[config.mk]
export PLATFORM = sky130hd
export DESIGN_NAME = pss_sequencer
export DESIGN_NICKNAME = d
export VERILOG_FILES = /design/src/pss_pkg.sv /design/src/pss_ramp.sv /design/src/pss_sequencer.sv
export SDC_FILE = /design/constraint.sdc
export NUM_CORES = 1
export LEC_CHECK = 0
export ABC_CLOCK_PERIOD_IN_PS = 7100
export BUFFER_PORTS_ARGS = -buffer_cell sky130_fd_sc_hd__buf_4
export CORE_MARGIN = 5
export CORE_UTILIZATION = 40
export CTS_CLUSTER_DIAMETER = 80
export DETAILED_ROUTE_END_ITERATION = 10
export PLACE_DENSITY = 0.69
export SLEW_MARGIN = 30
export SYNTH_ARGS = -nofsm -noshare
export SYNTH_HDL_FRONTEND = slang
export SYNTH_SLANG_ARGS = --single-unit
[constraint.sdc]
create_clock -name mclk_i -period 7.1 [get_ports mclk_i]
set_input_delay 0.71 -clock mclk_i [delete_from_list [all_inputs] [get_ports mclk_i]]
set_output_delay 0.71 -clock mclk_i [all_outputs]
set_load 0.005 [all_outputs]
[src/pss_pkg.sv]
/*
 * Package for the primary start-up and brownout sequencer: timing
 * constants, soft-start endpoints, sequencer states and the packed
 * structs that carry comparator levels and secondary status.
 * Assumes a single 250 MHz clock.
 */
package pss_pkg;

   // ************************************************************
   // Timing
   // ************************************************************
   localparam int unsigned CLK_MHZ          = 250;
   localparam int unsigned OCP_TIMEOUT_MS   = 55;
   localparam int unsigned SOFT_PERIOD_US   = 9600;
   localparam int unsigned BO_TIMEOUT_MS    = 60;
   localparam int unsigned OCP_CYCLES       = OCP_TIMEOUT_MS * 1000 * CLK_MHZ;
   localparam int unsigned SOFT_CYCLES      = SOFT_PERIOD_US * CLK_MHZ;
   localparam int unsigned BO_CYCLES        = BO_TIMEOUT_MS * 1000 * CLK_MHZ;
   localparam int unsigned SS_STEPS         = 256;

   // ************************************************************
   // Soft-start endpoints, millivolts and kilohertz
   // ************************************************************
   localparam logic [11:0] PEAK_LIMIT_FLOOR_MV   = 12'h064;
   localparam logic [11:0] PEAK_LIMIT_CEILING_MV = 12'h190;
   localparam logic [11:0] FREQ_SOFT_KHZ         = 12'h018;
   localparam logic [11:0] FREQ_MAX_KHZ          = 12'h055;

   // ************************************************************
   // Types
   // ************************************************************
   typedef enum logic [3:0] {
      PSS_CHARGE,
      PSS_QUALIFY,
      PSS_RECHARGE,
      PSS_BROWNOUT,
      PSS_DECIDE,
      PSS_AUTONOMOUS,
      PSS_SECONDARY,
      PSS_PROTECT
   } pss_state_t;

   // Comparator levels: rail vs thresholds, line vs thresholds
   typedef struct packed {
      logic line_powered;
      logic above_source_off;
      logic below_rail_min;
      logic below_auto_restart;
      logic above_brown_in;
      logic above_brownout;
   } pss_levels_t;

   typedef struct packed {
      logic seen;
      logic active;
      logic protect;
   } pss_sec_t;

   typedef struct packed {
      logic        switch_en;
      logic        autonomous;
      logic [11:0] peak_limit_mv;
      logic [11:0] freq_khz;
   } pss_drive_t;

endpackage

[src/pss_ramp.sv]
/*
 * Linear soft-start ramp of peak limit and switching frequency.
 * Assumes a one-cycle step enable from the caller's divider.
 */
`timescale 1ns/100ps
module pss_ramp #(
   parameter int unsigned STEPS = pss_pkg::SS_STEPS
) (
   // Clock and reset
   input  wire logic        mclk_i,
   input  wire logic        rst_i,
   // Control
   input  wire logic        start_i,
   input  wire logic        step_i,
   // Ramp outputs
   output logic [11:0]      peak_o,
   output logic [11:0]      freq_o,
   output logic             done_o
);
   import pss_pkg::*;

   initial begin
      if (STEPS < 2 || STEPS > 4096) $error("pss_ramp: bad STEPS");
   end

   localparam logic [23:0] PK_SPAN =
      24'(PEAK_LIMIT_CEILING_MV - PEAK_LIMIT_FLOOR_MV);
   localparam logic [23:0] FQ_SPAN = 24'(FREQ_MAX_KHZ - FREQ_SOFT_KHZ);
   localparam logic [12:0] LAST    = 13'(STEPS);

   logic [12:0] step_reg, step_next;
   logic [11:0] peak_reg, peak_next;
   logic [11:0] freq_reg, freq_next;

   // ************************************************************
   // Ramp
   // ************************************************************
   always_comb begin
      step_next = step_reg;
      if (start_i) begin
         step_next = '0;
      end else if (step_i && step_reg != LAST) begin
         step_next = step_reg + 13'h001;
      end
      // Interpolate each endpoint pair so rounding never overshoots
      peak_next = PEAK_LIMIT_FLOOR_MV +
         12'((PK_SPAN * 24'(step_next)) / 24'(LAST));
      freq_next = FREQ_SOFT_KHZ +
         12'((FQ_SPAN * 24'(step_next)) / 24'(LAST));
   end

   always_ff @(posedge mclk_i) begin
      if (rst_i) begin
         step_reg <= '0;
         peak_reg <= PEAK_LIMIT_FLOOR_MV;
         freq_reg <= FREQ_SOFT_KHZ;
      end else begin
         step_reg <= step_next;
         peak_reg <= peak_next;
         freq_reg <= freq_next;
      end
   end

   assign peak_o = peak_reg;
   assign freq_o = freq_reg;
   assign done_o = (step_reg == LAST);

endmodule

[src/pss_sequencer.sv]
/*
 * Primary start-up and brownout sequencer: charging source control,
 * brown-in/brownout qualification, three start-up paths, start-up
 * over-current timer, brownout timer and soft-start.
 * Assumes comparator and secondary-status inputs are synchronous to
 * mclk_i; they are still double registered against glitch timing.
 */
`timescale 1ns/100ps

// Function
// Charge rail from line source; stop at source-off level.
// Qualify line only after the charging source is off.
// Brown-in above 107V: recharge to source-off, then start up.
// No brown-in: brownout, no switching, cycle rail source on/off.
// Sample secondary status after rail passes source-off level.
// No status: switch autonomously, hand over when secondary active.
// Over-current timer from soft-start; expiry stops, flags, protects.
// Over-current timer expires after 55ms without secondary start.
// Secondary already active: skip autonomous switching, hand over.
// Secondary protection before start: never switch, flag, protect.
// Brownout timer runs below 98V, clears above it.
// Brownout timeout: protect and hiccup rail 8.3V to source-off.
// After brownout, restart only on a new valid brown-in.
// Line detection suspended while charging source is on.
// Soft-start ramps peak limit 0.1V to 0.4V over 9.6ms.
// Soft-start raises frequency 24kHz to 85kHz over that period.
// Auto-restart level: clear flag, enable source, restart logic.
// Synchronise inputs; timers are counters on the clock.
module pss_sequencer #(
   parameter int unsigned OCP_CYC  = pss_pkg::OCP_CYCLES,
   parameter int unsigned SOFT_CYC = pss_pkg::SOFT_CYCLES,
   parameter int unsigned BO_CYC   = pss_pkg::BO_CYCLES
) (
   // Clock and reset
   input  wire logic                 mclk_i,
   input  wire logic                 rst_i,
   // Comparators and secondary status
   input  wire pss_pkg::pss_levels_t levels_i,
   input  wire pss_pkg::pss_sec_t    sec_i,
   // Outputs
   output logic                      source_en_o,
   output pss_pkg::pss_drive_t       drive_o,
   output logic                      startup_overcurrent_flag_o,
   output logic                      protect_flag_o,
   output logic                      brownout_o,
   output pss_pkg::pss_state_t       state_o
);
   import pss_pkg::*;

   initial begin
      if (OCP_CYC < 1 || SOFT_CYC < SS_STEPS || BO_CYC < 1)
         $error("pss_sequencer: bad timing parameters");
   end

   localparam int unsigned STEP_DIV = SOFT_CYC / SS_STEPS;
   localparam logic [31:0] OCP_LAST = 32'(OCP_CYC - 1);
   localparam logic [31:0] BO_LAST  = 32'(BO_CYC - 1);
   localparam logic [31:0] DIV_LAST = 32'(STEP_DIV - 1);

   // ************************************************************
   // Input synchronisers
   // ************************************************************
   pss_levels_t lv_meta_reg, lv_reg;
   pss_sec_t    sc_meta_reg, sc_reg;

   always_ff @(posedge mclk_i) begin
      if (rst_i) begin
         lv_meta_reg <= '0;
         lv_reg      <= '0;
         sc_meta_reg <= '0;
         sc_reg      <= '0;
      end else begin
         lv_meta_reg <= levels_i;
         lv_reg      <= lv_meta_reg;
         sc_meta_reg <= sec_i;
         sc_reg      <= sc_meta_reg;
      end
   end

   // ************************************************************
   // Sequencer
   // ************************************************************
   pss_state_t  state_reg, state_next;
   logic        src_reg, src_next;
   logic        ocpf_reg, ocpf_next;
   logic        prot_reg, prot_next;
   logic        bo_reg, bo_next;
   logic        sw_reg, sw_next;
   logic        auto_reg, auto_next;
   logic [31:0] ocp_cnt_reg, ocp_cnt_next;
   logic [31:0] bo_cnt_reg, bo_cnt_next;
   logic [31:0] div_reg, div_next;
   logic        ss_start, ss_step, ss_done;
   logic [11:0] ramp_peak, ramp_freq;

   always_comb begin
      state_next   = state_reg;
      src_next     = src_reg;
      ocpf_next    = ocpf_reg;
      prot_next    = prot_reg;
      bo_next      = bo_reg;
      sw_next      = 1'b0;
      auto_next    = 1'b0;
      ocp_cnt_next = ocp_cnt_reg;
      bo_cnt_next  = '0;
      div_next     = div_reg;
      ss_start     = 1'b0;
      ss_step      = 1'b0;
      if (!lv_reg.line_powered) begin
         // Line gone: state restarts from charging with source off; flags held
         state_next = PSS_CHARGE;
         src_next   = 1'b0;
      end else begin
         case (state_reg)
            PSS_CHARGE: begin
               src_next = 1'b1;
               if (lv_reg.above_source_off) begin
                  src_next   = 1'b0;
                  state_next = PSS_QUALIFY;
               end
            end
            PSS_QUALIFY: begin
               // Source already off, so no resistor drop on the line
               if (!src_reg) begin
                  if (lv_reg.above_brown_in) begin
                     bo_next    = 1'b0;
                     src_next   = 1'b1;
                     state_next = PSS_RECHARGE;
                  end else begin
                     bo_next    = 1'b1;
                     state_next = PSS_BROWNOUT;
                  end
               end
            end
            PSS_RECHARGE: begin
               src_next = 1'b1;
               if (lv_reg.above_source_off) begin
                  src_next   = 1'b0;
                  state_next = PSS_DECIDE;
               end
            end
            PSS_BROWNOUT: begin
               // Hiccup the rail; requalify each time the source stops
               if (lv_reg.below_rail_min) begin
                  src_next = 1'b1;
               end else if (src_reg && lv_reg.above_source_off) begin
                  src_next   = 1'b0;
                  state_next = PSS_QUALIFY;
               end
            end
            PSS_DECIDE: begin
               // Status sampled with rail at source-off level
               if (sc_reg.protect) begin
                  prot_next  = 1'b1;
                  state_next = PSS_PROTECT;
               end else if (sc_reg.active) begin
                  state_next = PSS_SECONDARY;
               end else begin
                  ss_start     = 1'b1;
                  ocp_cnt_next = '0;
                  div_next     = '0;
                  state_next   = PSS_AUTONOMOUS;
               end
            end
            PSS_AUTONOMOUS: begin
               sw_next      = 1'b1;
               auto_next    = 1'b1;
               ocp_cnt_next = ocp_cnt_reg + 32'h1;
               if (div_reg == DIV_LAST) begin
                  div_next = '0;
                  ss_step  = !ss_done;
               end else begin
                  div_next = div_reg + 32'h1;
               end
               if (sc_reg.protect) begin
                  sw_next    = 1'b0;
                  auto_next  = 1'b0;
                  prot_next  = 1'b1;
                  state_next = PSS_PROTECT;
               end else if (sc_reg.active) begin
                  state_next = PSS_SECONDARY;
               end else if (ocp_cnt_reg == OCP_LAST) begin
                  sw_next    = 1'b0;
                  auto_next  = 1'b0;
                  ocpf_next  = 1'b1;
                  state_next = PSS_PROTECT;
               end
            end
            PSS_SECONDARY: begin
               sw_next = 1'b1;
               if (!lv_reg.above_brownout) begin
                  bo_cnt_next = bo_cnt_reg + 32'h1;
               end
               if (sc_reg.protect) begin
                  sw_next    = 1'b0;
                  prot_next  = 1'b1;
                  state_next = PSS_PROTECT;
               end else if (bo_cnt_reg == BO_LAST) begin
                  sw_next    = 1'b0;
                  bo_next    = 1'b1;
                  prot_next  = 1'b1;
                  state_next = PSS_BROWNOUT;
               end
            end
            PSS_PROTECT: begin
               src_next = 1'b0;
               if (lv_reg.below_auto_restart) begin
                  ocpf_next  = 1'b0;
                  prot_next  = 1'b0;
                  src_next   = 1'b1;
                  state_next = PSS_CHARGE;
               end
            end
            default: begin
               state_next = PSS_CHARGE;
               src_next   = 1'b0;
            end
         endcase
      end
   end

   always_ff @(posedge mclk_i) begin
      if (rst_i) begin
         state_reg   <= PSS_CHARGE;
         src_reg     <= 1'b0;
         ocpf_reg    <= 1'b0;
         prot_reg    <= 1'b0;
         bo_reg      <= 1'b0;
         sw_reg      <= 1'b0;
         auto_reg    <= 1'b0;
         ocp_cnt_reg <= '0;
         bo_cnt_reg  <= '0;
         div_reg     <= '0;
      end else begin
         state_reg   <= state_next;
         src_reg     <= src_next;
         ocpf_reg    <= ocpf_next;
         prot_reg    <= prot_next;
         bo_reg      <= bo_next;
         sw_reg      <= sw_next;
         auto_reg    <= auto_next;
         ocp_cnt_reg <= ocp_cnt_next;
         bo_cnt_reg  <= bo_cnt_next;
         div_reg     <= div_next;
      end
   end

   // ************************************************************
   // Soft-start ramp
   // ************************************************************
   pss_ramp #(
      .STEPS (SS_STEPS)
   ) u_ramp (
      .mclk_i  (mclk_i),
      .rst_i   (rst_i),
      .start_i (ss_start),
      .step_i  (ss_step),
      .peak_o  (ramp_peak),
      .freq_o  (ramp_freq),
      .done_o  (ss_done)
   );

   // ************************************************************
   // Outputs
   // ************************************************************
   assign source_en_o                = src_reg;
   assign drive_o.switch_en          = sw_reg;
   assign drive_o.autonomous         = auto_reg;
   assign drive_o.peak_limit_mv      = ramp_peak;
   assign drive_o.freq_khz           = ramp_freq;
   assign startup_overcurrent_flag_o = ocpf_reg;
   assign protect_flag_o             = prot_reg;
   assign brownout_o                 = bo_reg;
   assign state_o                    = state_reg;

endmodule

# After elaboration in Yosys (flattened, before gate mapping)
# Index checks and enable logic that the tools add are counted.
word_totals:
  reg_bits: 159
  inputBits: 11
classes:
  addsub: 6
  multipliers: 2
  eq_ne: 29
  n_mux: 55
  bitwise_logic: 4
  n_reduce_logical: 20
ops:
  columns: ["cell", "n"]
  rows:
  - ["$pmux 32 s2", 2]
  - ["$add 32x1->32 const B", 3]
  - ["$mux 32", 3]
  - ["$eq 32x24->1 const B", 2]
  - ["$mux 4", 11]
  - ["$eq 32x14->1 const B", 1]
  - ["$pmux 4 s8", 1]
  - ["$mux 1", 29]
  - ["$mux 13", 2]
  - ["$ne 2x2->1 const B", 13]
  - ["$mul 6x13->19 const A", 1]
  - ["$mul 7x13->18 const A", 1]
  - ["$eq 4x3->1 const B", 4]
  - ["$add 13x1->13 const B", 1]
  - ["$eq 13x9->1 const B", 1]
  - ["$ne 13x9->1 const B", 1]
  - ["$add 5x11->12 const A", 1]
  - ["$add 7x12->12 const A", 1]
  - ["$reduce_and 5->1", 2]
  - ["$eq 4x2->1 const B", 2]
  - ["$reduce_and 8->1", 1]
  - ["$ne 3x3->1 const B", 2]
  - ["$pmux 1 s2", 3]
  - ["$reduce_and 6->1", 1]
  - ["other kinds (17)", 27]

# Depth between registers and ports, before layout
# Gate-level depths: netlist (run 1).
depth:
  word_depth: 10
  ltp_mapped: 30
  mapped_depth_nobuf: 29

# Modules after synthesis
# A second synthesis (run 1) with hierarchy kept.
hier_totals:
  cells_unflattened: 1180
  area_unflattened_um2: 10344.9
modules_own_cells:
  columns: ["module", "n_inst", "cells_per_inst", "area_per_inst_um2", "seq_area_each_um2"]
  rows:
  - ["pss_sequencer", 1, 676, 5694.2, 2422.3]
  - ["pss_ramp", 1, 504, 4650.7, 740.7]

# Worst setup path before layout (run 1)
# Ideal clock, no wire load.
synth_timing:
  path_type: "reg2reg"
  start: "reg u_ramp.step_reg[0]"
  end: "reg u_ramp.freq_reg[9] (netlist: u_ramp.freq_o[9])"
  setup_time_ns: 0.131
  arrival_ns: 6.579
  slack_ns: 0.390
  stages_incl_launch_ff: 31
  path_buffers: 1
  synth_period_minus_slack_ns: 6.710
  path_cell_list: "dfxtp_1 > inv_1 > ha_1 > nor4b_1 > a311o_1 > nor3_4 > nand2_1 > nor2_1 > xnor2_1 > or2_2 > clkbuf_1 > inv_1 > fa_1 > inv_1 > fa_1 > fa_1 > inv_1 > ha_1 > a21o_1 > a31oi_1 > a21boi_0 > nor2_1 > nor2b_1 > nor2_1 > xor2_1 > ha_1 > or3b_1 > a2111oi_2 > xor2_1 > o21ai_0 > nor3b_1"
synth_via:
  elab_chain_len: 10
  word_cells_on_any_way: 12
  cone_classes: "add/sub: 2; mul: 1; eq/ne: 2; mux: 5; reduce/logical: 2"
synth_rtl:
  columns: ["element", "line", "text"]
  rows:
  - ["start, declared", "pss_ramp.sv:31", "logic [12:0] step_reg, step_next;"]
  - ["start signal, assigned", "pss_ramp.sv:58", "step_reg <= step_next;"]
  - ["$eq 13x9->1", "pss_ramp.sv:66", "assign done_o = (step_reg == LAST);"]
  - ["$logic_not 1->1", "pss_sequencer.sv:171", "ss_step = !ss_done;"]
  - ["$mux 1", "pss_sequencer.sv:169", "if (div_reg == DIV_LAST) begin"]
  - ["$mux 1", "pss_sequencer.sv:114", "case (state_reg)"]
  - ["$mux 1", "pss_sequencer.sv:109", "if (!lv_reg.line_powered) begin"]
  - ["$logic_and 1x1->1", "pss_ramp.sv:42", "end else if (step_i && step_reg != LAST) begin"]
  - ["$mux 13 *", "pss_ramp.sv:42", null]
  - ["$mux 13 *", "pss_ramp.sv:40", "if (start_i) begin"]
  - ["via u_ramp.step_next[5]", "pss_ramp.sv:31", null]
  - ["$mul 6x13->19 *", "pss_ramp.sv:49", "12'((FQ_SPAN * 24'(step_next)) / 24'(LAST));"]
  - ["$add 5x11->12 *", "pss_ramp.sv:48", "freq_next = FREQ_SOFT_KHZ +"]
  - ["end signal, assigned", "pss_ramp.sv:60", "freq_reg <= freq_next;"]
  - ["end, declared", "pss_ramp.sv:33", "logic [11:0] freq_reg, freq_next;"]
# Mark *: on every way through the listed nets, which the timed path passes. The rest lies on a longest branch.
# A chain may end at the register's enable or synchronous reset.

# Worst setup path in the final report (run 1)
# Same ends and word-level chain as after synthesis.

==> impl_metrics.tcl, run 1 <==
set metrics [dict create \
    status "completed" \
    worstSetupPathType "reg2reg" \
    peakVddDrop_v 0.000117 \
    finalSetupTns_ns 0 \
    min_path_cells 1 \
    reg2reg_depth 29 \
    io_pins 45 \
    cp_slowest_cell "fa_1" \
    max_freq_mhz 149 \
    ys_seq_elements 158 \
    power.total_w 0.00180 \
    cts-htree-levels 4 \
    die_w_um 168 \
    critPathCaptureType "register" \
    drive_gt1_frac 0.105 \
    required_ns 7.39 \
    antenna_found_initial 0 \
    ys_warn_count 0 \
    grt_max_degree 50 \
    wl_um 20100 \
    hp-class "reg2reg" \
    setup_viol 0 \
    async_flop_share 0 \
    core-area_sq_mm 0.0245 \
    initial_core_util 0.409 \
    critPathMostFrequentCell "inv_1" \
    worstMarginPinSlew_ns 0.762 \
    ant_nets 0 \
    drv_slew 0 \
    overflow 0 \
    cts_num_sinks 158 \
    cts.reportedPaths.clkPinSlew_ns 0.06 \
    grt_pass1_wl_um 35300 \
    skew_ns 0.0174 \
    track_usage 0.147 \
    route.vias.total 7788 \
    critPathMaxFanout 6 \
    critPathLaunchType "register" \
    synth_ff_type "dfxtp_1" \
    viasPerCell 5.08 \
    max_stage_delay_ns 0.54 \
    grtUsageMet3 0.0274 \
    leakagePower_nw 4.79 \
    p_per_area_mw_per_mm2 159 \
    slew_headroom 0.490 \
    cts_made_buffers 17 \
    antenna_cells 0 \
    cts_tree "built" \
    wl_per_cell_um 13.1 \
    portBuffers 42 \
    hold_viol 0 \
    gp_congestion 0.851 \
    synthCells 1143 \
    ctsLongestPathBuffers 2 \
    drc_errors 0 \
    syn-num-nets 1279 \
    rows 57 \
    dieArea_sq_mm 0.0282 \
    fin_crit_sh 0.943 \
    insertion_delay_ns 0.44 \
    synth-edff-count 0 \
    synth.avg_cell_area_sq_um 8.74 \
    min_period_ns 6.69 \
    hpwl_um 15000 \
    netlist_area_sq_mm 0.00999 \
    firstDrtPassIters 4 \
    syn_to_final_growth_pct 13.4 \
    grtUsageMet1 0.197 \
    grt_pass1_vias 7577 \
    drt_iter0_markers 348 \
    cts_hold_buf 0 \
    crit_arrival_ns 6.98 \
    grt_use_met2 0.242 \
    yosysSeqAreaShare 0.317 \
    grt_busiest_layer "met2" \
    root_buffer "clkbuf_16" \
    die_h_um 168 \
    synth_cell_types 72 \
    max_cap_violations 0 \
    nets 1331 \
]
==> kinds of logic (layout without fill, tap and decap cells) <==
| family | Yosys count | in the layout | share of synthesized area |
|---|---|---|---|
| adder cells (fa/ha/maj) | 125 | 125 | 0.190 |
| flip-flops | 158 | 158 | 0.317 |
| AO/OA/AOI/OAI | 121 | 121 | 0.0818 |
| AND/OR/NAND/NOR | 475 | 475 | 0.244 |
| XOR/XNOR | 122 | 122 | 0.107 |
| buffers and inverters | 135 | 200 | 0.0533 |
| multiplexers | 6 | 6 | 0.00639 |
| other | 1 | 1 | 0.000375 |
==> layer usage <==
| layer | routed length, um | share of wire |
|---|---|---|
| met5 | 0 | 0 |
| met1 | 9670 | 0.48 |
| met2 | 9470 | 0.47 |
| met3 | 633 | 0.032 |
| met4 | 309 | 0.015 |
==> cell type report <==
type / count / area, sq um
well taps: 324 / 405
clock inverters: 14 / 143
multi-input cells: 850 / 6330
repair buffers: 62 / 465
clock buffers: 18 / 429
flip-flops and latches: 158 / 3160
inverters: 106 / 398
fillers: 2313 / 13100
==> metrics by stage <==
| step | cell area (sq um) | setup WS, ns | utilization | cells | hold slack [ns] |
|---|---|---|---|---|---|
| after floorplan | 9990 | 0.390 | - | 1143 | 0.414 |
| after global placement | 10700 | 0.135 | 0.438 | 1497 | 0.427 |
| after detailed placement | 10700 | 0.0257 | 0.438 | 1497 | 0.425 |
| after CTS | 11300 | 0.0604 | 0.461 | 1529 | 0.441 |
| after global routing | 11300 | -0.0260 | 0.463 | 1532 | 0.460 |
| final | 11300 | 0.406 | 0.463 | 1532 | 0.437 |
==> layout by cell type, fill, tap and decap left out, types with 4 or more instances in the layout <==
master       n
mux2i_1      5
o21ai_0     29
dfxtp_1    158
nand4b_1     4
xor2_1      72
and4_1       4
nor2b_1     23
and2_1       6
nor4b_1     11
inv_6        6
nor3_1      24
nand4_1     26
nand2b_1     9
a21o_1       6
o211ai_1     4
and3_1      18
nand2_1     58
nor3b_1      4
fa_1        45
xnor2_1     50
a211oi_1     7
nor2_1     165
nor4_1      10
or3_1       21
clkbuf_16   17
a21oi_1     37
buf_4       62
ha_1        80
or4_1        4
or2_2        7
nand3_1     58
inv_1      106
==> path summary, 6_finish.rpt <==
path,startpoint,slack (ns),end
worst max register to register,u_ramp.step_reg[0],0.41,u_ramp.freq_o[9]
worst min-delay path,lv_meta_reg[3],0.44,lv_reg[3]
worst min register to register,lv_meta_reg[3],0.44,lv_reg[3]
worst max-delay path,u_ramp.step_reg[0],0.41,u_ramp.freq_o[9]
==> synthesized netlist by cell type, types with 4 or more instances <==
library cell | n | area, sq um
or3_1 | 22 | 138
nor3b_1 | 4 | 30.0
clkbuf_1 | 23 | 86.3
a31oi_1 | 4 | 25.0
a21oi_1 | 37 | 185
and4_1 | 4 | 35.0
fa_1 | 45 | 901
nor2b_1 | 23 | 144
nand3_1 | 58 | 290
nand4b_1 | 4 | 35.0
a211oi_1 | 7 | 52.6
dfxtp_1 | 158 | 3160
o21ai_0 | 29 | 145
and2_1 | 6 | 37.5
and3_1 | 18 | 113
xor2_1 | 72 | 631
a21o_1 | 6 | 45.0
xnor2_1 | 50 | 438
nor4_1 | 10 | 62.6
ha_1 | 80 | 1000
inv_1 | 106 | 398
nand4_1 | 26 | 163
or4_1 | 4 | 30.0
nor4b_1 | 12 | 105
nor3_1 | 24 | 120
nand2b_1 | 9 | 56.3
o211ai_1 | 4 | 30.0
nor2_1 | 166 | 623
nand2_1 | 59 | 221
mux2i_1 | 5 | 50.1
or2_2 | 8 | 50.1
==> where the power goes <==
part	internal, W	switching (W)	total, W	leakage, nW
sequential	0.000890	0.00000222	0.000892	1.28
combinational	0.00000893	0.0000174	0.0000263	3.24
clock	0.000467	0.000413	0.000880	0.274
total	0.00137	0.000432	0.00180	4.79
==> worst max-delay path, delay by kind of cell (launching register included) <==
family          cells  cell delay (ns)
buf+inv             4             0.26
simple gates       11             1.76
flops               1             0.35
compound gates      5             1.26
fa+ha+maj           6             2.37
xor+xnor            3             0.53
==> repair_timing <==
action | CTS | global route
setup buffers | 0 | 3
setup endpoints to repair | 1 | 3
resized for setup | 1 | 8
pin swaps | 0 | 4
(Power assumes the default switching activity.)
==> run 2, diff against run 1 <==
--- a/config.mk
+++ b/config.mk
@@ -5,6 +5,7 @@
 export SDC_FILE = /design/constraint.sdc
 export NUM_CORES = 1
 export LEC_CHECK = 0
+export ABC_AREA = 1
 export ABC_CLOCK_PERIOD_IN_PS = 7100
 export BUFFER_PORTS_ARGS = -buffer_cell sky130_fd_sc_hd__buf_4
 export CORE_MARGIN = 5
==> run 2 against run 1 <==
Via count increased by 35%. Hold slack worse by 0.028 ns. Sequential cell count unchanged. Final cell count rose by 38%. Global-route usage up 1.6 points. Wire length rose by 30%. Cell area rose by 12%.
==> impl_metrics.tcl, run 2 <==
set metrics [dict create \
    status "completed" \
    grt_pass1_wl_um 45500 \
    worstMarginPinSlew_ns 0.826 \
    wl_um 26100 \
    die_w_um 180 \
    post-cts-setup-buffers 0 \
    dpl_worst_slack_ns 1.25 \
    leakagePower_nw 5.68 \
    route.vias.total 10500 \
    grt_setup_unrepaired "no" \
    drc_errors 0 \
    drt_iter0_markers 593 \
    reg2reg_depth 34 \
    async_flop_share 0 \
    portBuffers 42 \
    nets 1852 \
    hold_slack_ns 0.409 \
    critPathCaptureType "register" \
    cts_made_buffers 17 \
    ys_warn_count 0 \
    critPathLaunchType "register" \
    dpl_cell_area_sq_mm 0.0122 \
    cts.reportedPaths.clkPinSlew_ns 0.07 \
    viasPerCell 4.98 \
    cts_hold_buf 0 \
    yosysMostFrequentCell "nand2_1" \
    final_area_sq_mm 0.0127 \
    nFillCells 2946 \
    wl_per_cell_um 12.4 \
    yosysSeqAreaShare 0.275 \
    cts_tree "built" \
    synth.avg_cell_area_sq_um 6.85 \
    finalSetupTns_ns 0 \
    min_path_cells 2 \
    synth-edff-count 0 \
    layout_common_cells "nand2_1, inv_1, nor2_1" \
    synth_ff_type "dfxtp_1" \
    grt_max_degree 58 \
    power.switching_w 0.000420 \
    max_cap_violations 0 \
    die_h_um 180 \
    hold_viol 0 \
    max_freq_mhz 171 \
    syn-num-nets 1816 \
    dieArea_sq_mm 0.0322 \
    stdcell_count 2113 \
    critPathMaxFanout 9 \
    synth_cell_types 54 \
    io_pins 45 \
    clockPowerShare 0.484 \
    grt_pass1_vias 10100 \
    ctsLongestPathBuffers 2 \
    hpwl_um 20700 \
    synthCells 1680 \
    antenna_cells 0 \
    initial_core_util 0.403 \
    multiInputGateArea_sq_mm 0.00707 \
    netlist.area_leader.share 0.275 \
    min_period_ns 5.85 \
    yosysTopAreaCell "dfxtp_1" \
    ys_seq_elements 158 \
    netlist_area_sq_mm 0.0115 \
    pwr-share-seq 0.499 \
    drive_gt1_frac 0.0717 \
    cts-htree-levels 4 \
    firstDrtPassIters 5 \
    peakVddDrop_v 0.0000920 \
    cp_slowest_cell "fa_1" \
    overflow 0 \
    worstSetupPathType "reg2reg" \
    gp_congestion 0.892 \
    combPwrFrac 0.017 \
    max_stage_delay_ns 0.51 \
    antenna_found_initial 0 \
    insertion_delay_ns 0.43 \
    root_buffer "clkbuf_16" \
    critPathMostFrequentCell "nand2_1" \
    cts_num_sinks 158 \
    drv_slew 0 \
    core-area_sq_mm 0.0285 \
    fin_crit_sh 0.824 \
    seq_area_sq_mm 0.00316 \
    ant_nets 0 \
    slew_headroom 0.448 \
    setup_viol 0 \
    crit_arrival_ns 6.21 \
    rows 62 \
    synth_commonest_cells "nand2_1, inv_1, nor2_1" \
    cts_resized 0 \
    required_ns 7.46 \
    layout_commonest_cell "nand2_1" \
    track_usage 0.163 \
    hp-class "reg2reg" \
    place_inst 2081 \
    setup_slack_ns 1.25 \
    p_per_area_mw_per_mm2 141 \
    internal_power_w 0.00137 \
    syn_to_final_growth_pct 10.8 \
    skew_ns 0.0133 \
    swShare 0.235 \
    yosys-top-cells-area "dfxtp_1, nand2_1, inv_1" \
]
==> run 2: cell types whose count changed after synthesis, sizes merged, moves of 17 or more <==
cell and change:
nand2 +300, a21oi +64, nor2b -23, xor2 -46, nand3 +29, or3 -21
o21ai +20, nor2 +60, inv +190, xnor2 -38, nor3 +45, and3 -17
==> run 2: worst paths after layout <==
kind | from | slack, ns | to
worst min-delay path | lv_meta_reg[2] | 0.41 | lv_reg[2]
worst max-delay path | u_ramp.step_reg[0] | 1.25 | u_ramp.peak_o[11]
worst min register to register | lv_meta_reg[2] | 0.41 | lv_reg[2]
worst max register to register | u_ramp.step_reg[0] | 1.25 | u_ramp.peak_o[11]
==> run 2: per-layer routing <==
layer | global-route usage | vias up | routed length [um]
met2 | 0.295 | 156 | 13100
met5 | 0 | - | 0
met4 | 0.0494 | 0 | 450
met3 | 0.0210 | 30 | 696
li1 | - | 5457 | -
met1 | 0.202 | 4885 | 11900
==> run 2: cell type report <==
cell class,instances,share of cell area
Inverter,297,0.0876
Timing Repair Buffer,47,0.0277
Multi-Input combinational cell,1195,0.555
Sequential cell,158,0.248
Clock buffer,19,0.0348
Clock inverter,13,0.00923
Tap cell,384,0.0377
==> run 2: metrics by stage <==
| stage | power [W] | utilization |
|---|---|---|
| 3_5_place_dp | 0.000944 | 0.427 |
| 6_report | 0.00179 | 0.446 |
| 4_1_cts | 0.00181 | 0.446 |
| 3_3_place_gp | 0.000943 | 0.427 |
| 2_1_floorplan | 0.000933 | - |
| 5_1_grt | 0.00186 | 0.446 |
==> run 2: logic make-up after synthesis <==
kind of cell	after synthesis	synth area share
AND/OR/NAND/NOR	842	0.328
buffers and inverters	327	0.110
AO/OA/AOI/OAI	189	0.0911
flip-flops	158	0.275
adder cells (fa/ha/maj)	125	0.165
XOR/XNOR	38	0.0296
other	1	0.000326
==> run 2: power by group through the flow <==
stage	clock network (W)	logic [W]	registers [W]
2_1_floorplan	0	0.0000205	0.000912
3_5_place_dp	0	0.0000303	0.000913
6_report	0.000867	0.0000302	0.000893
3_3_place_gp	0	0.0000301	0.000913
4_1_cts	0.000883	0.0000304	0.000893
5_1_grt	0.000932	0.0000342	0.000893
==> run 2: critical path: cells and delay by family, from the launching register on <==
family	cells	cell delay (ns)
buffers and inverters	5	0.61
AO/OA/AOI/OAI	2	0.47
flip-flops	1	0.35
AND/OR/NAND/NOR	21	2.16
adder cells (fa/ha/maj)	6	2.20
==> run 3, diff against run 2 <==
--- a/config.mk
+++ b/config.mk
@@ -5,14 +5,14 @@
 export SDC_FILE = /design/constraint.sdc
 export NUM_CORES = 1
 export LEC_CHECK = 0
-export ABC_AREA = 1
-export ABC_CLOCK_PERIOD_IN_PS = 7100
+export ABC_AREA = 0
+export ABC_CLOCK_PERIOD_IN_PS = 5450
 export BUFFER_PORTS_ARGS = -buffer_cell sky130_fd_sc_hd__buf_4
 export CORE_MARGIN = 5
 export CORE_UTILIZATION = 40
 export CTS_CLUSTER_DIAMETER = 80
 export DETAILED_ROUTE_END_ITERATION = 10
-export PLACE_DENSITY = 0.69
+export PLACE_DENSITY = 0.67
 export SLEW_MARGIN = 30
 export SYNTH_ARGS = -nofsm -noshare
 export SYNTH_HDL_FRONTEND = slang
==> constraint.sdc (replaced) <==
create_clock -name mclk_i -period 5.45 [get_ports mclk_i]
set_input_delay 0.545 -clock mclk_i [delete_from_list [all_inputs] [get_ports mclk_i]]
set_output_delay 0.545 -clock mclk_i [all_outputs]
set_load 0.005 [all_outputs]
==> run 3 against run 2 <==
The flow now finishes with violations (negative setup slack). Sequential power increased by 30%. Total power increased by 35%. Cell area increased by 6.6%. Global-route usage increased by 0.23 points. Wire length decreased by 10%. Sequential cell count unchanged. Clock skew about the same. Sequential share of layout area decreased by 1.5 points. Worst setup slack got worse by 2.0 ns. Final cell count decreased by 18%.
==> impl_metrics.tcl, run 3 (synthesis gave the netlist of run 1 again) <==
set metrics [dict create \
    rows 57 \
    cts_num_sinks 158 \
    track_usage 0.165 \
    nFillCells 2102 \
    crit_arrival_ns 6.48 \
    setup_slack_ns -0.734 \
    grt_pass1_wl_um 39500 \
    max_stage_delay_ns 0.57 \
    root_buffer "clkbuf_16" \
    critPathMaxFanout 7 \
    required_ns 5.74 \
    portBuffers 42 \
    critPathLaunchType "register" \
    gp_congestion 0.823 \
    worstSetupPathType "reg2reg" \
    nets 1527 \
    layout_commonest_cell "buf_4" \
    ant_nets 0 \
    max_cap_violations 0 \
    leakagePower_nw 5.92 \
    stdcell_count 1728 \
    reg2reg_depth 30 \
    syn_to_final_growth_pct 35.9 \
    r2r_slack_ns -0.73 \
    finalSetupTns_ns -4.46 \
    cts_made_buffers 17 \
    holdCritStartpoint "sec_i[0]" \
    hpwl_um 16500 \
    min_period_ns 6.18 \
    firstDrtPassIters 4 \
    drive_gt1_frac 0.296 \
    status "finished with violations" \
    crit_family "adder cells" \
    p_per_area_mw_per_mm2 177 \
    critPathCaptureType "register" \
    layout_common_cells "buf_4, nor2_1, dfxtp_1" \
    wl_per_cell_um 13.6 \
    die_h_um 168 \
    min_to "sc_meta_reg[0]" \
    wl_um 23500 \
    reg2reg_to "u_ramp.freq_o[9]" \
    cts.reportedPaths.clkPinSlew_ns 0.08 \
    dpl_worst_slack_ns -0.852 \
    ctsLongestPathBuffers 2 \
    viasPerCell 4.97 \
    worstReg2RegStart "u_ramp.step_reg[0]" \
    initial_core_util 0.409 \
    antenna_found_initial 0 \
    min_path_cells 2 \
    drt_iter0_markers 385 \
    die_w_um 168 \
    path_buf_inv 5 \
    cts_tree "built" \
    place_inst 1661 \
    core-area_sq_mm 0.0245 \
    dieArea_sq_mm 0.0282 \
    setup_viol 13 \
    slew_headroom 0.495 \
    peakVddDrop_v 0.000189 \
    fin_crit_sh 1.13 \
    hp-class "in2reg" \
    worstMarginPinSlew_ns 0.754 \
    route.vias.total 8590 \
    antenna_cells 0 \
    violations "negative setup slack" \
    cp_slowest_cell "fa_1" \
    grt_pass1_vias 8494 \
    critPathLaunch "u_ramp.step_reg[0]" \
    drv_slew 0 \
    skew_ns 0.0133 \
    max_freq_mhz 162 \
    grt_setup_unrepaired "yes" \
    drc_errors 0 \
    io_pins 45 \
    insertion_delay_ns 0.44 \
    cts-htree-levels 4 \
    hold_viol 0 \
    grt_max_degree 50 \
    overflow 0 \
]
-- run 3: cell count changes in the layout (fill, tap and decap cells not counted), moves of 45 or more --
cell,delta
inv_1,-197
nand2_1,-295
nor3_1,-45
nor2_1,-61
buf_4,+195
a21oi_1,-67
-- run 3: routing by layer --
metal	vias up	GRT usage	share of wire
met5	-	0	0
met4	0	0.0395	0.014
met3	29	0.0300	0.032
met2	130	0.284	0.50
met1	4059	0.216	0.46
li1	4372	-	-
-- run 3: per-stage QoR --
step	hold slack [ns]	util	power [W]	area (sq um)
after detailed placement	0.425	0.493	0.00123	12100
after global placement	0.425	0.493	0.00123	12100
after floorplan	0.414	-	0.00121	10100
final	0.338	0.555	0.00241	13600
after CTS	0.320	0.536	0.00244	13100
after global routing	0.337	0.555	0.00250	13600
-- run 3: where the power goes --
group / switching, W / leakage (nW) / internal [W]
Clock: 0.000584 / 0.296 / 0.000626
Sequential: 0.00000267 / 1.28 / 0.00116
Combinational: 0.0000244 / 4.34 / 0.0000129
-- run 3: final cells by class --
class / count / area [sq um] / share of cell area
inverter: 106 / 408 / 0.0300
tap: 324 / 405 / 0.0298
multi-input combinational: 850 / 6990 / 0.515
clock inverter: 15 / 184 / 0.0135
clock buffer: 17 / 425 / 0.0313
timing repair buffer: 258 / 2010 / 0.148
sequential: 158 / 3170 / 0.233
-- run 3: worst max-delay path by stage --
stage          cells past startpoint  slack (ns)               end
2_1_floorplan                     29       -0.58  u_ramp.freq_o[9]
3_3_place_gp                      24       -0.64  u_ramp.freq_o[7]
3_5_place_dp                      27       -0.85  u_ramp.freq_o[9]
4_1_cts                           30       -0.66  u_ramp.freq_o[9]
5_1_grt                           30       -1.09  u_ramp.freq_o[9]
6_report                          30       -0.73  u_ramp.freq_o[9]
-- run 3: timing repair --
item | in CTS | in global routing
gates resized for setup | 51 | 64
setup endpoints to repair | 16 | 17
hold buffers | 0 | 0
setup buffers | 25 | 12
pin swaps | 34 | 58
